$ cat src/dpsem_pkg.sv
// Shared constants, commands and pin bundles for the semaphore port controller
package dpsem_pkg;

  // ==========================================================================
  // Geometry of the semaphore space and the port pins
  localparam int FLAG_COUNT = 8;
  localparam int FLAG_IDX_W = 3;
  localparam int DATA_W = 18;
  localparam int ADDR_W = 18;
  localparam int LANE_W = 2;
  localparam int SYNC_STAGES = 2;
  localparam int MAX_POLLS_DEF = 16;
  localparam logic FLAG_FREE = 1'b1;
  localparam logic FLAG_TAKEN = 1'b0;

  // ==========================================================================
  // Timing: figures in ns, counts derived from the clock period
  localparam int CLK_PERIOD_NS = 20;
  localparam int SETUP_NS = 20;
  localparam int STROBE_NS = 40;
  localparam int RECOVER_NS = 20;

  // Least time rounded up to whole cycles, never below one
  function automatic int dpsem_cyc_min(input int ns);
    int c;
    c = (ns + CLK_PERIOD_NS - 1) / CLK_PERIOD_NS;
    return (c < 1) ? 1 : c;
  endfunction

  localparam int SETUP_CYC = dpsem_cyc_min(SETUP_NS);
  localparam int STROBE_CYC = dpsem_cyc_min(STROBE_NS);
  localparam int RECOVER_CYC = dpsem_cyc_min(RECOVER_NS);
  localparam int READ_CYC = STROBE_CYC + SYNC_STAGES;

  // ==========================================================================
  // User commands and bundles
  typedef enum logic [1:0] {
    DPSEM_CMD_INIT = 2'h0,
    DPSEM_CMD_CLAIM = 2'h1,
    DPSEM_CMD_RELEASE = 2'h2,
    DPSEM_CMD_PEEK = 2'h3
  } dpsem_cmd_type;

  typedef struct packed {
    dpsem_cmd_type cmd;
    logic [FLAG_IDX_W-1:0] flag;
  } dpsem_req_type;

  typedef struct packed {
    logic owned;
    logic level;
  } dpsem_result_type;

  typedef struct packed {
    logic [ADDR_W-1:0] addr;
    logic ce_n;
    logic semaphore_select_n;
    logic rw_n;
    logic oe_n;
    logic [LANE_W-1:0] byte_lane_selects_n;
  } dpsem_pins_type;

  localparam dpsem_pins_type PINS_IDLE = '{addr: 18'h00000, ce_n: 1'b1, semaphore_select_n: 1'b1,
                                           rw_n: 1'b1, oe_n: 1'b1, byte_lane_selects_n: 2'h3};

endpackage

$ cat src/dpsem_port_ctrl.sv
// Port controller that claims, polls, releases and initialises semaphore flags
`timescale 1ns/1ns
module dpsem_port_ctrl #(
  parameter int MAX_POLLS = dpsem_pkg::MAX_POLLS_DEF
) (
  input wire logic CLK, // 50 MHz clock
  input wire logic RSTN, // Asynchronous reset, active low
  input wire logic REQ_VALID, // Command offered
  input wire dpsem_pkg::dpsem_req_type REQ, // Command and flag index
  output logic REQ_READY, // Idle, command taken when valid
  output logic DONE, // One-cycle end of command
  output dpsem_pkg::dpsem_result_type RESULT, // Ownership and last level read
  output dpsem_pkg::dpsem_pins_type PINS, // Port control pins
  output logic [dpsem_pkg::DATA_W-1:0] DQ_DRIVE, // Data pins, driven value
  output logic DQ_OE_N, // Data pins enable, low while driving
  input wire logic [dpsem_pkg::DATA_W-1:0] DQ_SENSE // Data pins, sensed value
);
  import dpsem_pkg::*;

  typedef enum logic [3:0] {
    ST_IDLE = 4'b0001,
    ST_SETUP = 4'b0010,
    ST_PULSE = 4'b0100,
    ST_RECOV = 4'b1000
  } dpsem_state_type;

  dpsem_state_type st_r, st_nxt;
  dpsem_req_type req_r, req_nxt;
  dpsem_result_type result_r, result_nxt;
  dpsem_pins_type pins_r, pins_nxt;
  logic [3:0] cnt_r, cnt_nxt;
  logic [7:0] polls_r, polls_nxt;
  logic write_r, write_nxt;
  logic wbit_r, wbit_nxt;
  logic withdraw_r, withdraw_nxt;
  logic wrote_r, wrote_nxt;
  logic level_r, level_nxt;
  logic ready_r, ready_nxt;
  logic done_r, done_nxt;
  logic dqoe_r, dqoe_nxt;
  logic [DATA_W-1:0] dq_r, dq_nxt;
  logic dq_s1_r, dq_s2_r;
  logic launch, l_write, l_bit, finish, f_owned;
  logic [FLAG_IDX_W-1:0] l_flag;

  // ==========================================================================
  // Input synchroniser; every data bit carries the same flag, so bit 0 is enough
  always_ff @(posedge CLK or negedge RSTN) begin
    if (!RSTN) begin
      dq_s1_r <= 1'b1;
      dq_s2_r <= 1'b1;
    end else begin
      dq_s1_r <= DQ_SENSE[0];
      dq_s2_r <= dq_s1_r;
    end
  end

  // ==========================================================================
  // Access sequencer: setup, strobe, recovery, then choose the next access
  always_comb begin
    st_nxt = st_r;
    cnt_nxt = cnt_r;
    req_nxt = req_r;
    result_nxt = result_r;
    pins_nxt = pins_r;
    polls_nxt = polls_r;
    write_nxt = write_r;
    wbit_nxt = wbit_r;
    withdraw_nxt = withdraw_r;
    wrote_nxt = wrote_r;
    level_nxt = level_r;
    ready_nxt = ready_r;
    done_nxt = 1'b0;
    dqoe_nxt = dqoe_r;
    dq_nxt = dq_r;
    launch = 1'b0;
    l_write = 1'b0;
    l_bit = FLAG_FREE;
    l_flag = req_r.flag;
    finish = 1'b0;
    f_owned = 1'b0;
    unique case (st_r)
      ST_IDLE: begin
        if (REQ_VALID && ready_r) begin
          req_nxt = REQ;
          polls_nxt = 8'h00;
          withdraw_nxt = 1'b0;
          wrote_nxt = 1'b0;
          launch = 1'b1;
          l_write = (REQ.cmd != DPSEM_CMD_PEEK);
          l_bit = (REQ.cmd == DPSEM_CMD_CLAIM) ? FLAG_TAKEN : FLAG_FREE;
          l_flag = (REQ.cmd == DPSEM_CMD_INIT) ? 3'h0 : REQ.flag;
          if (REQ.cmd == DPSEM_CMD_INIT) begin
            req_nxt.flag = 3'h0;
          end
        end
      end
      ST_SETUP: begin
        if (cnt_r == 4'h0) begin
          // Strobe: write pulse or output enable, never both
          st_nxt = ST_PULSE;
          pins_nxt.rw_n = !write_r;
          pins_nxt.oe_n = write_r;
          cnt_nxt = write_r ? 4'(STROBE_CYC - 1) : 4'(READ_CYC - 1);
        end else begin
          cnt_nxt = cnt_r - 4'h1;
        end
      end
      ST_PULSE: begin
        if (cnt_r == 4'h0) begin
          if (!write_r) begin
            level_nxt = dq_s2_r;
          end
          // Drop select and enable so the device's read latch lets go between polls
          st_nxt = ST_RECOV;
          pins_nxt = PINS_IDLE;
          pins_nxt.addr = pins_r.addr; // Address held through write end
          cnt_nxt = 4'(RECOVER_CYC - 1);
        end else begin
          cnt_nxt = cnt_r - 4'h1;
        end
      end
      ST_RECOV: begin
        if (cnt_r != 4'h0) begin
          cnt_nxt = cnt_r - 4'h1;
        end else begin
          dqoe_nxt = 1'b1;
          unique case (req_r.cmd)
            DPSEM_CMD_INIT: begin
              if (req_r.flag != 3'(FLAG_COUNT - 1)) begin
                req_nxt.flag = req_r.flag + 3'h1;
                launch = 1'b1;
                l_write = 1'b1;
                l_flag = req_r.flag + 3'h1;
              end else begin
                finish = 1'b1;
              end
            end
            DPSEM_CMD_CLAIM: begin
              if (write_r && !withdraw_r) begin
                wrote_nxt = 1'b1;
                launch = 1'b1;
              end else if (!write_r && level_r == FLAG_TAKEN) begin
                finish = 1'b1;
                f_owned = 1'b1;
              end else if (!write_r && polls_r < 8'(MAX_POLLS)) begin
                polls_nxt = polls_r + 8'h01;
                launch = 1'b1;
              end else if (!write_r) begin
                withdraw_nxt = 1'b1;
                launch = 1'b1;
                l_write = 1'b1;
              end else begin
                finish = 1'b1;
              end
            end
            default: begin
              finish = 1'b1;
            end
          endcase
        end
      end
      default: begin
        st_nxt = ST_IDLE;
        pins_nxt = PINS_IDLE;
        ready_nxt = 1'b1;
      end
    endcase
    // Start one semaphore cycle: select low, chip enable high, lanes open
    if (launch) begin
      st_nxt = ST_SETUP;
      ready_nxt = 1'b0;
      cnt_nxt = 4'(SETUP_CYC - 1);
      write_nxt = l_write;
      wbit_nxt = l_bit;
      pins_nxt = PINS_IDLE;
      pins_nxt.addr = {{(ADDR_W - FLAG_IDX_W){1'b0}}, l_flag};
      pins_nxt.semaphore_select_n = 1'b0;
      pins_nxt.ce_n = 1'b1;
      pins_nxt.byte_lane_selects_n = 2'h0;
      dq_nxt = {DATA_W{l_bit}};
      dqoe_nxt = !l_write;
    end
    if (finish) begin
      st_nxt = ST_IDLE;
      ready_nxt = 1'b1;
      done_nxt = 1'b1;
      pins_nxt = PINS_IDLE;
      result_nxt.owned = f_owned;
      result_nxt.level = level_r;
    end
  end

  // Registers of the sequencer
  always_ff @(posedge CLK or negedge RSTN) begin
    if (!RSTN) begin
      st_r <= ST_IDLE;
      cnt_r <= 4'h0;
      req_r <= '0;
      result_r <= '0;
      pins_r <= PINS_IDLE;
      polls_r <= 8'h00;
      write_r <= 1'b0;
      wbit_r <= 1'b1;
      withdraw_r <= 1'b0;
      wrote_r <= 1'b0;
      level_r <= 1'b1;
      ready_r <= 1'b1;
      done_r <= 1'b0;
      dqoe_r <= 1'b1;
      dq_r <= 18'h3ffff;
    end else begin
      st_r <= st_nxt;
      cnt_r <= cnt_nxt;
      req_r <= req_nxt;
      result_r <= result_nxt;
      pins_r <= pins_nxt;
      polls_r <= polls_nxt;
      write_r <= write_nxt;
      wbit_r <= wbit_nxt;
      withdraw_r <= withdraw_nxt;
      wrote_r <= wrote_nxt;
      level_r <= level_nxt;
      ready_r <= ready_nxt;
      done_r <= done_nxt;
      dqoe_r <= dqoe_nxt;
      dq_r <= dq_nxt;
    end
  end

  assign REQ_READY = ready_r;
  assign DONE = done_r;
  assign RESULT = result_r;
  assign PINS = pins_r;
  assign DQ_DRIVE = dq_r;
  assign DQ_OE_N = dqoe_r;
endmodule

$ cat config.mk
export PLATFORM = sky130hd
export DESIGN_NAME = dpsem_port_ctrl
export DESIGN_NICKNAME = d
export VERILOG_FILES = /design/src/dpsem_pkg.sv /design/src/dpsem_port_ctrl.sv
export SDC_FILE = /design/constraint.sdc
export NUM_CORES = 1
export LEC_CHECK = 0
export ABC_AREA = 1
export BUFFER_PORTS_ARGS = -buffer_cell sky130_fd_sc_hd__buf_2
export CAP_MARGIN = 10
export CORE_MARGIN = 3
export CORE_UTILIZATION = 53
export CTS_BUF_LIST = sky130_fd_sc_hd__clkbuf_2
export CTS_CLUSTER_DIAMETER = 150
export DETAILED_ROUTE_END_ITERATION = 16
export PLACE_DENSITY_LB_ADDON = 0.15
export SYNTH_ARGS = -nofsm -noshare
export SYNTH_HDL_FRONTEND = slang
export SYNTH_SLANG_ARGS = --single-unit
$ cat constraint.sdc
create_clock -name CLK -period 2.09 [get_ports CLK]
set_input_delay 0.3135 -clock CLK [delete_from_list [all_inputs] [get_ports CLK]]
set_output_delay 0.3135 -clock CLK [all_outputs]
set_load 0.1 [all_outputs]
== Word-level counts from Yosys, hierarchy flattened ==
Index checks and enable logic that the tools add are counted.

* Reductions and logical operators: 27
* Magnitude comparators: 1
* $add $sub $neg: 3
* Divide/modulo/power cells: 0
* Bitwise operators: 2
* Shifts and indexed selects: 0
* Muxes and demuxes: 80
* Equality and inequality tests: 24
* Multiply operators: 0

{| class="wikitable"
|+ Operator list
! operator !! number
|-
| 2-to-1 mux 24 bit || 2
|-
| 2-to-1 mux 8 bit || 6
|-
| 2-to-1 mux 1 bit || 41
|-
| one-hot mux 20 bit (2 select lines) || 1
|-
| 2-to-1 mux 4 bit || 8
|-
| one-hot mux 4 bit (3 select lines) || 2
|-
| 2-to-1 mux 3 bit || 6
|-
| != test 2 bit, second input constant || 9
|-
| one-hot mux 8 bit (2 select lines) || 1
|-
| one-hot mux 1 bit (2 select lines) || 6
|-
| one-hot mux 3 bit (2 select lines) || 2
|-
| AND reduction 2 bit || 6
|-
| != test 3 x 1 -> 1 bit, second input constant || 3
|-
| != test 3 bit, second input constant || 3
|-
| adder 8 x 1 -> 8 bit, second input constant || 1
|-
| < comparator 8 x 5 -> 1 bit, second input constant || 1
|-
| != test 4 bit, second input constant || 2
|-
| AND reduction 8 bit || 1
|-
| nonzero test 4 bit || 2
|-
| AND reduction 7 bit || 1
|-
| 2-to-1 mux 6 bit || 1
|-
| one-hot mux 2 bit (3 select lines) || 1
|-
| AND reduction 3 bit || 2
|-
| equality test 2 x 1 -> 1 bit, second input constant || 2
|-
| other kinds (18) || 27
|}

* Bits in read-only memories: 0
* Output and inout bits: 47
* Bits in writable memories: 0
* Bits in registers: 56
* Latch bits: 0
* Input bits: 26
* Logic and storage cells: 159
* Memories kept: 0

== Longest topological paths before layout ==
* Word-level depth: 10
* Mapped depth: 10
* Mapped depth without buffers: 10

== Worst setup path after synthesis ==
Ideal clock, no wire load.

* Kind: register to register
* Start: reg ready_r, in the netlist REQ_READY
* End: reg pins_r (netlist bit PINS[8])
* Period minus slack after synthesis: 1,746 ps
* Setup slack: 344 ps
* Arrival: 1,624 ps
* Data required time: 1,968 ps
* Library setup time: 122 ps
* Buffers on the path: 1
* Cell stages (with the launch flop): 9
* Path through: dfstp_2 -> nand2_1 -> inv_1 -> nand3_2 -> buf_4 -> nand3_2 -> nand2_1 -> o21ai_1 -> nand2_1

* Longest elaborated chain between the ends: 5
* Elaborated cells between the ends (all ways): 10
* Classes of those cells: 2 x eq/ne; 6 x mux; 2 x reduce/logical

{| class="wikitable"
|+ RTL lines
! element !! RTL line !! source
|-
| start, declared || dpsem_port_ctrl.sv:38 || <nowiki>logic ready_r, ready_nxt;</nowiki>
|-
| start signal, assigned || dpsem_port_ctrl.sv:224 || <nowiki>ready_r <= ready_nxt;</nowiki>
|-
| logical AND 1 bit * || dpsem_port_ctrl.sv:84 || <nowiki>if (REQ_VALID && ready_r) begin</nowiki>
|-
| 2-to-1 mux 1 bit or 2-to-1 mux 3 bit (tied branches) || dpsem_port_ctrl.sv:84 ||
|-
| one-hot mux 1 bit (2 select lines) or one-hot mux 3 bit (2 select lines) (tied branches) || dpsem_port_ctrl.sv:82 || <nowiki>unique case (st_r)</nowiki>
|-
| != test 3 bit (no line) (tied with other cells) || - ||
|-
| AND reduction 2 bit (no line) or 2-to-1 mux 24 bit (tied branches) || - ||
|-
| end signal, assigned || dpsem_port_ctrl.sv:217 || <nowiki>pins_r <= pins_nxt;</nowiki>
|-
| end, declared || dpsem_port_ctrl.sv:30 || <nowiki>dpsem_pins_type pins_r, pins_nxt;</nowiki>
|}

Every way passes the cells marked *; elsewhere a longest branch is shown, timed or not.
A chain may end at the register's enable or synchronous reset.

== Final worst setup path ==
* Start: reg, netlist name DQ_DRIVE[0]
* End: out DQ_DRIVE[13] (netlist bit)

{| class="wikitable"
|+ RTL lines
! element !! RTL line !! source
|-
| end, declared || dpsem_port_ctrl.sv:14 || <nowiki>output logic [dpsem_pkg::DATA_W-1:0] DQ_DRIVE,</nowiki>
|}

No word-level cell between the ends.

==> impl_metrics.tcl <==
set metrics [dict create \
    slowest_stage "dfstp_2" \
    max_stage_delay_ps 700 \
    cts_num_sinks 38 \
    status "completed" \
    min_period_over_period 0.910 \
    core-area_um2 4120 \
    fp.dieW_um 72.0 \
    worstSkewPairLatency_ps 410 \
    synth_seq_cells 38 \
    grt_max_degree 20 \
    path_buf_inv 1 \
    worst_setup_path_start_kind "register" \
    netlist_area_um2 2310 \
    vias_per_cell 4.89 \
    dp_hpwl_mm 3.47 \
    grt_pass1_wl_mm 7.55 \
    end_kind "primary output" \
    fp.dieArea_um2 5190 \
    critPathKind "register to primary output" \
    finalSetupTns_ps 0 \
    io_buffer_count 39 \
    numCtsBuffers 5 \
    finalHoldViolCount 0 \
    fin_skew_ps 39.8 \
    crit_fanout 19 \
    hold_path.class "primary input to register" \
    grt_antenna_before_repair 0 \
    rsz0062_at_grt "false" \
    required_ps 1780 \
    synth_cell_type_count 30 \
    dieHeight_um 72.0 \
    wire_per_inst_um 12.0 \
    gp_congestion 0.774 \
    postCtsResizedCells 0 \
    firstDrtPassIters 4 \
    io_pins 73 \
    grt_pass1_vias 1653 \
    cts_tree "done" \
    ys.warnings.count 0 \
    crit_arrival_ps 1590 \
    crit_chain "buf_2" \
    drt-initial-drc-count 89 \
    syn_area_per_cell_um2 7.97 \
    layout_min_cycle_time_ps 1900 \
    final-max-slew-violation-count 0 \
    route.vias.total 1813 \
    grt_usage 0.187 \
    drive_gt1_frac 0.280 \
    netlist_instances 290 \
    clock_tree.root_cell "clkbuf_2" \
    setup_viol 0 \
    seq_area_frac_synth 0.417 \
    nFillCells 386 \
    path_clk_slew_ps 220 \
    area_delta_synth_final_pct 5.41 \
    rows 23 \
    fmax_mhz 526 \
    max-clock-path-buffers 2 \
    finish.net_count 350 \
    htree_levels 2 \
    drc 0 \
    drt_wl_total_mm 4.44 \
    drv_cap 0 \
    antennaDiodeCount 0 \
    initial_utilization 0.562 \
    drtAntennaViolNets 0 \
    crit_family "flip-flops" \
    gr-total-overflow 0 \
]
## stage by stage
step	cells	setup WS (ps)	utilization	instance area, um^2	hold WS [ps]
finish	371	188	0.592	2440	117
global route	371	91.8	0.592	2440	105
CTS	371	165	0.592	2440	104
detailed placement	361	387	0.578	2380	235
global placement	361	397	0.578	2380	232
floorplan	304	344	-	2360	17.9
## synthesized netlist by cell type (all sizes together)
cell type / number / area (um^2)
a21oi: 1 / 5.00
a31oi: 1 / 6.26
buf: 37 / 282
conb: 2 / 7.51
dfrtp: 28 / 701
dfstp: 10 / 263
ha: 4 / 50.1
inv: 26 / 100
mux2i: 1 / 10.0
nand2: 89 / 357
nand3: 29 / 190
nand3b: 2 / 18.8
nand4: 7 / 43.8
nor2: 36 / 175
nor3: 1 / 5.00
o21ai: 11 / 55.1
o21bai: 1 / 7.51
xnor2: 1 / 8.76
xor2: 3 / 26.3
## what timing repair did
action | in CTS | in global routing
hold buffers | 2 | 0
buffers inserted | 0 | 0
hold endpoints to repair | 10 | 0
## area by class of cell
type                            instances  area, um^2  share of cell area
Timing Repair Buffer                   46         253               0.104
Multi-Input combinational cell        203        1020               0.418
Clock inverter                          2        8.76             0.00360
Inverter                               26         100              0.0411
Tap cell                               50        62.6              0.0257
Sequential cell                        38         963               0.395
Clock buffer                            6        30.0              0.0123
## kinds of logic after synthesis
group	after synthesis	synth area share
XOR/XNOR	4	0.0152
AO/OA/AOI/OAI	14	0.0319
buffers and inverters	63	0.165
AND/OR/NAND/NOR	164	0.342
multiplexers	1	0.00433
other	2	0.00325
flip-flops	38	0.417
adder cells (fa/ha/maj)	4	0.0217
## layout by cell type (no fill, tap or decap), drive strengths merged
cell and count:
dfstp 10, o21ai 11, mux2i 1, nand3 29
o21bai 1, clkbuf 6, dlygate4sd3 2, nand3b 2
xnor2 1, nand4 7, a31oi 1, ha 4
buf 44, dfrtp 28, xor2 3, clkinv 2
nor2 36, nand2 89, conb 16, a21oi 1
inv 26, nor3 1
## worst paths after layout
path	to	cells after the start	start	slack, ps
min in group asynchronous	req_r[1]	2	RSTN	290
setup reg to reg	cnt_r[1]	9	REQ_READY	360
max in group asynchronous	dq_s1_r	3	RSTN	1150
setup / recovery	DQ_DRIVE[13]	1	DQ_DRIVE[0]	190
hold / removal	DQ_DRIVE[0]	3	REQ[4]	120
hold reg to reg	dq_s2_r	0	dq_s1_r	370
## metal layers
metal,track usage,up-vias,part of all wire
li1,-,921,-
met1,0.250,839,0.46
met2,0.303,46,0.47
met3,0.0429,7,0.050
met4,0.0564,0,0.012
met5,0,-,0
## flip-flops by register name, indices dropped and copies added (netlist names)
name / count
dq_s1_r: 1
withdraw_r: 1
level_r: 1
write_r: 1
polls_r: 8
DONE: 1
RESULT: 2
DQ_OE_N: 1
cnt_r: 4
PINS: 6
dq_s2_r: 1
st_r: 4
DQ_DRIVE: 1
req_r: 5
REQ_READY: 1
Power is left out: the tool's default activity adds up to more than one toggle a clock period on the data nets, which glitch-free logic cannot reach.
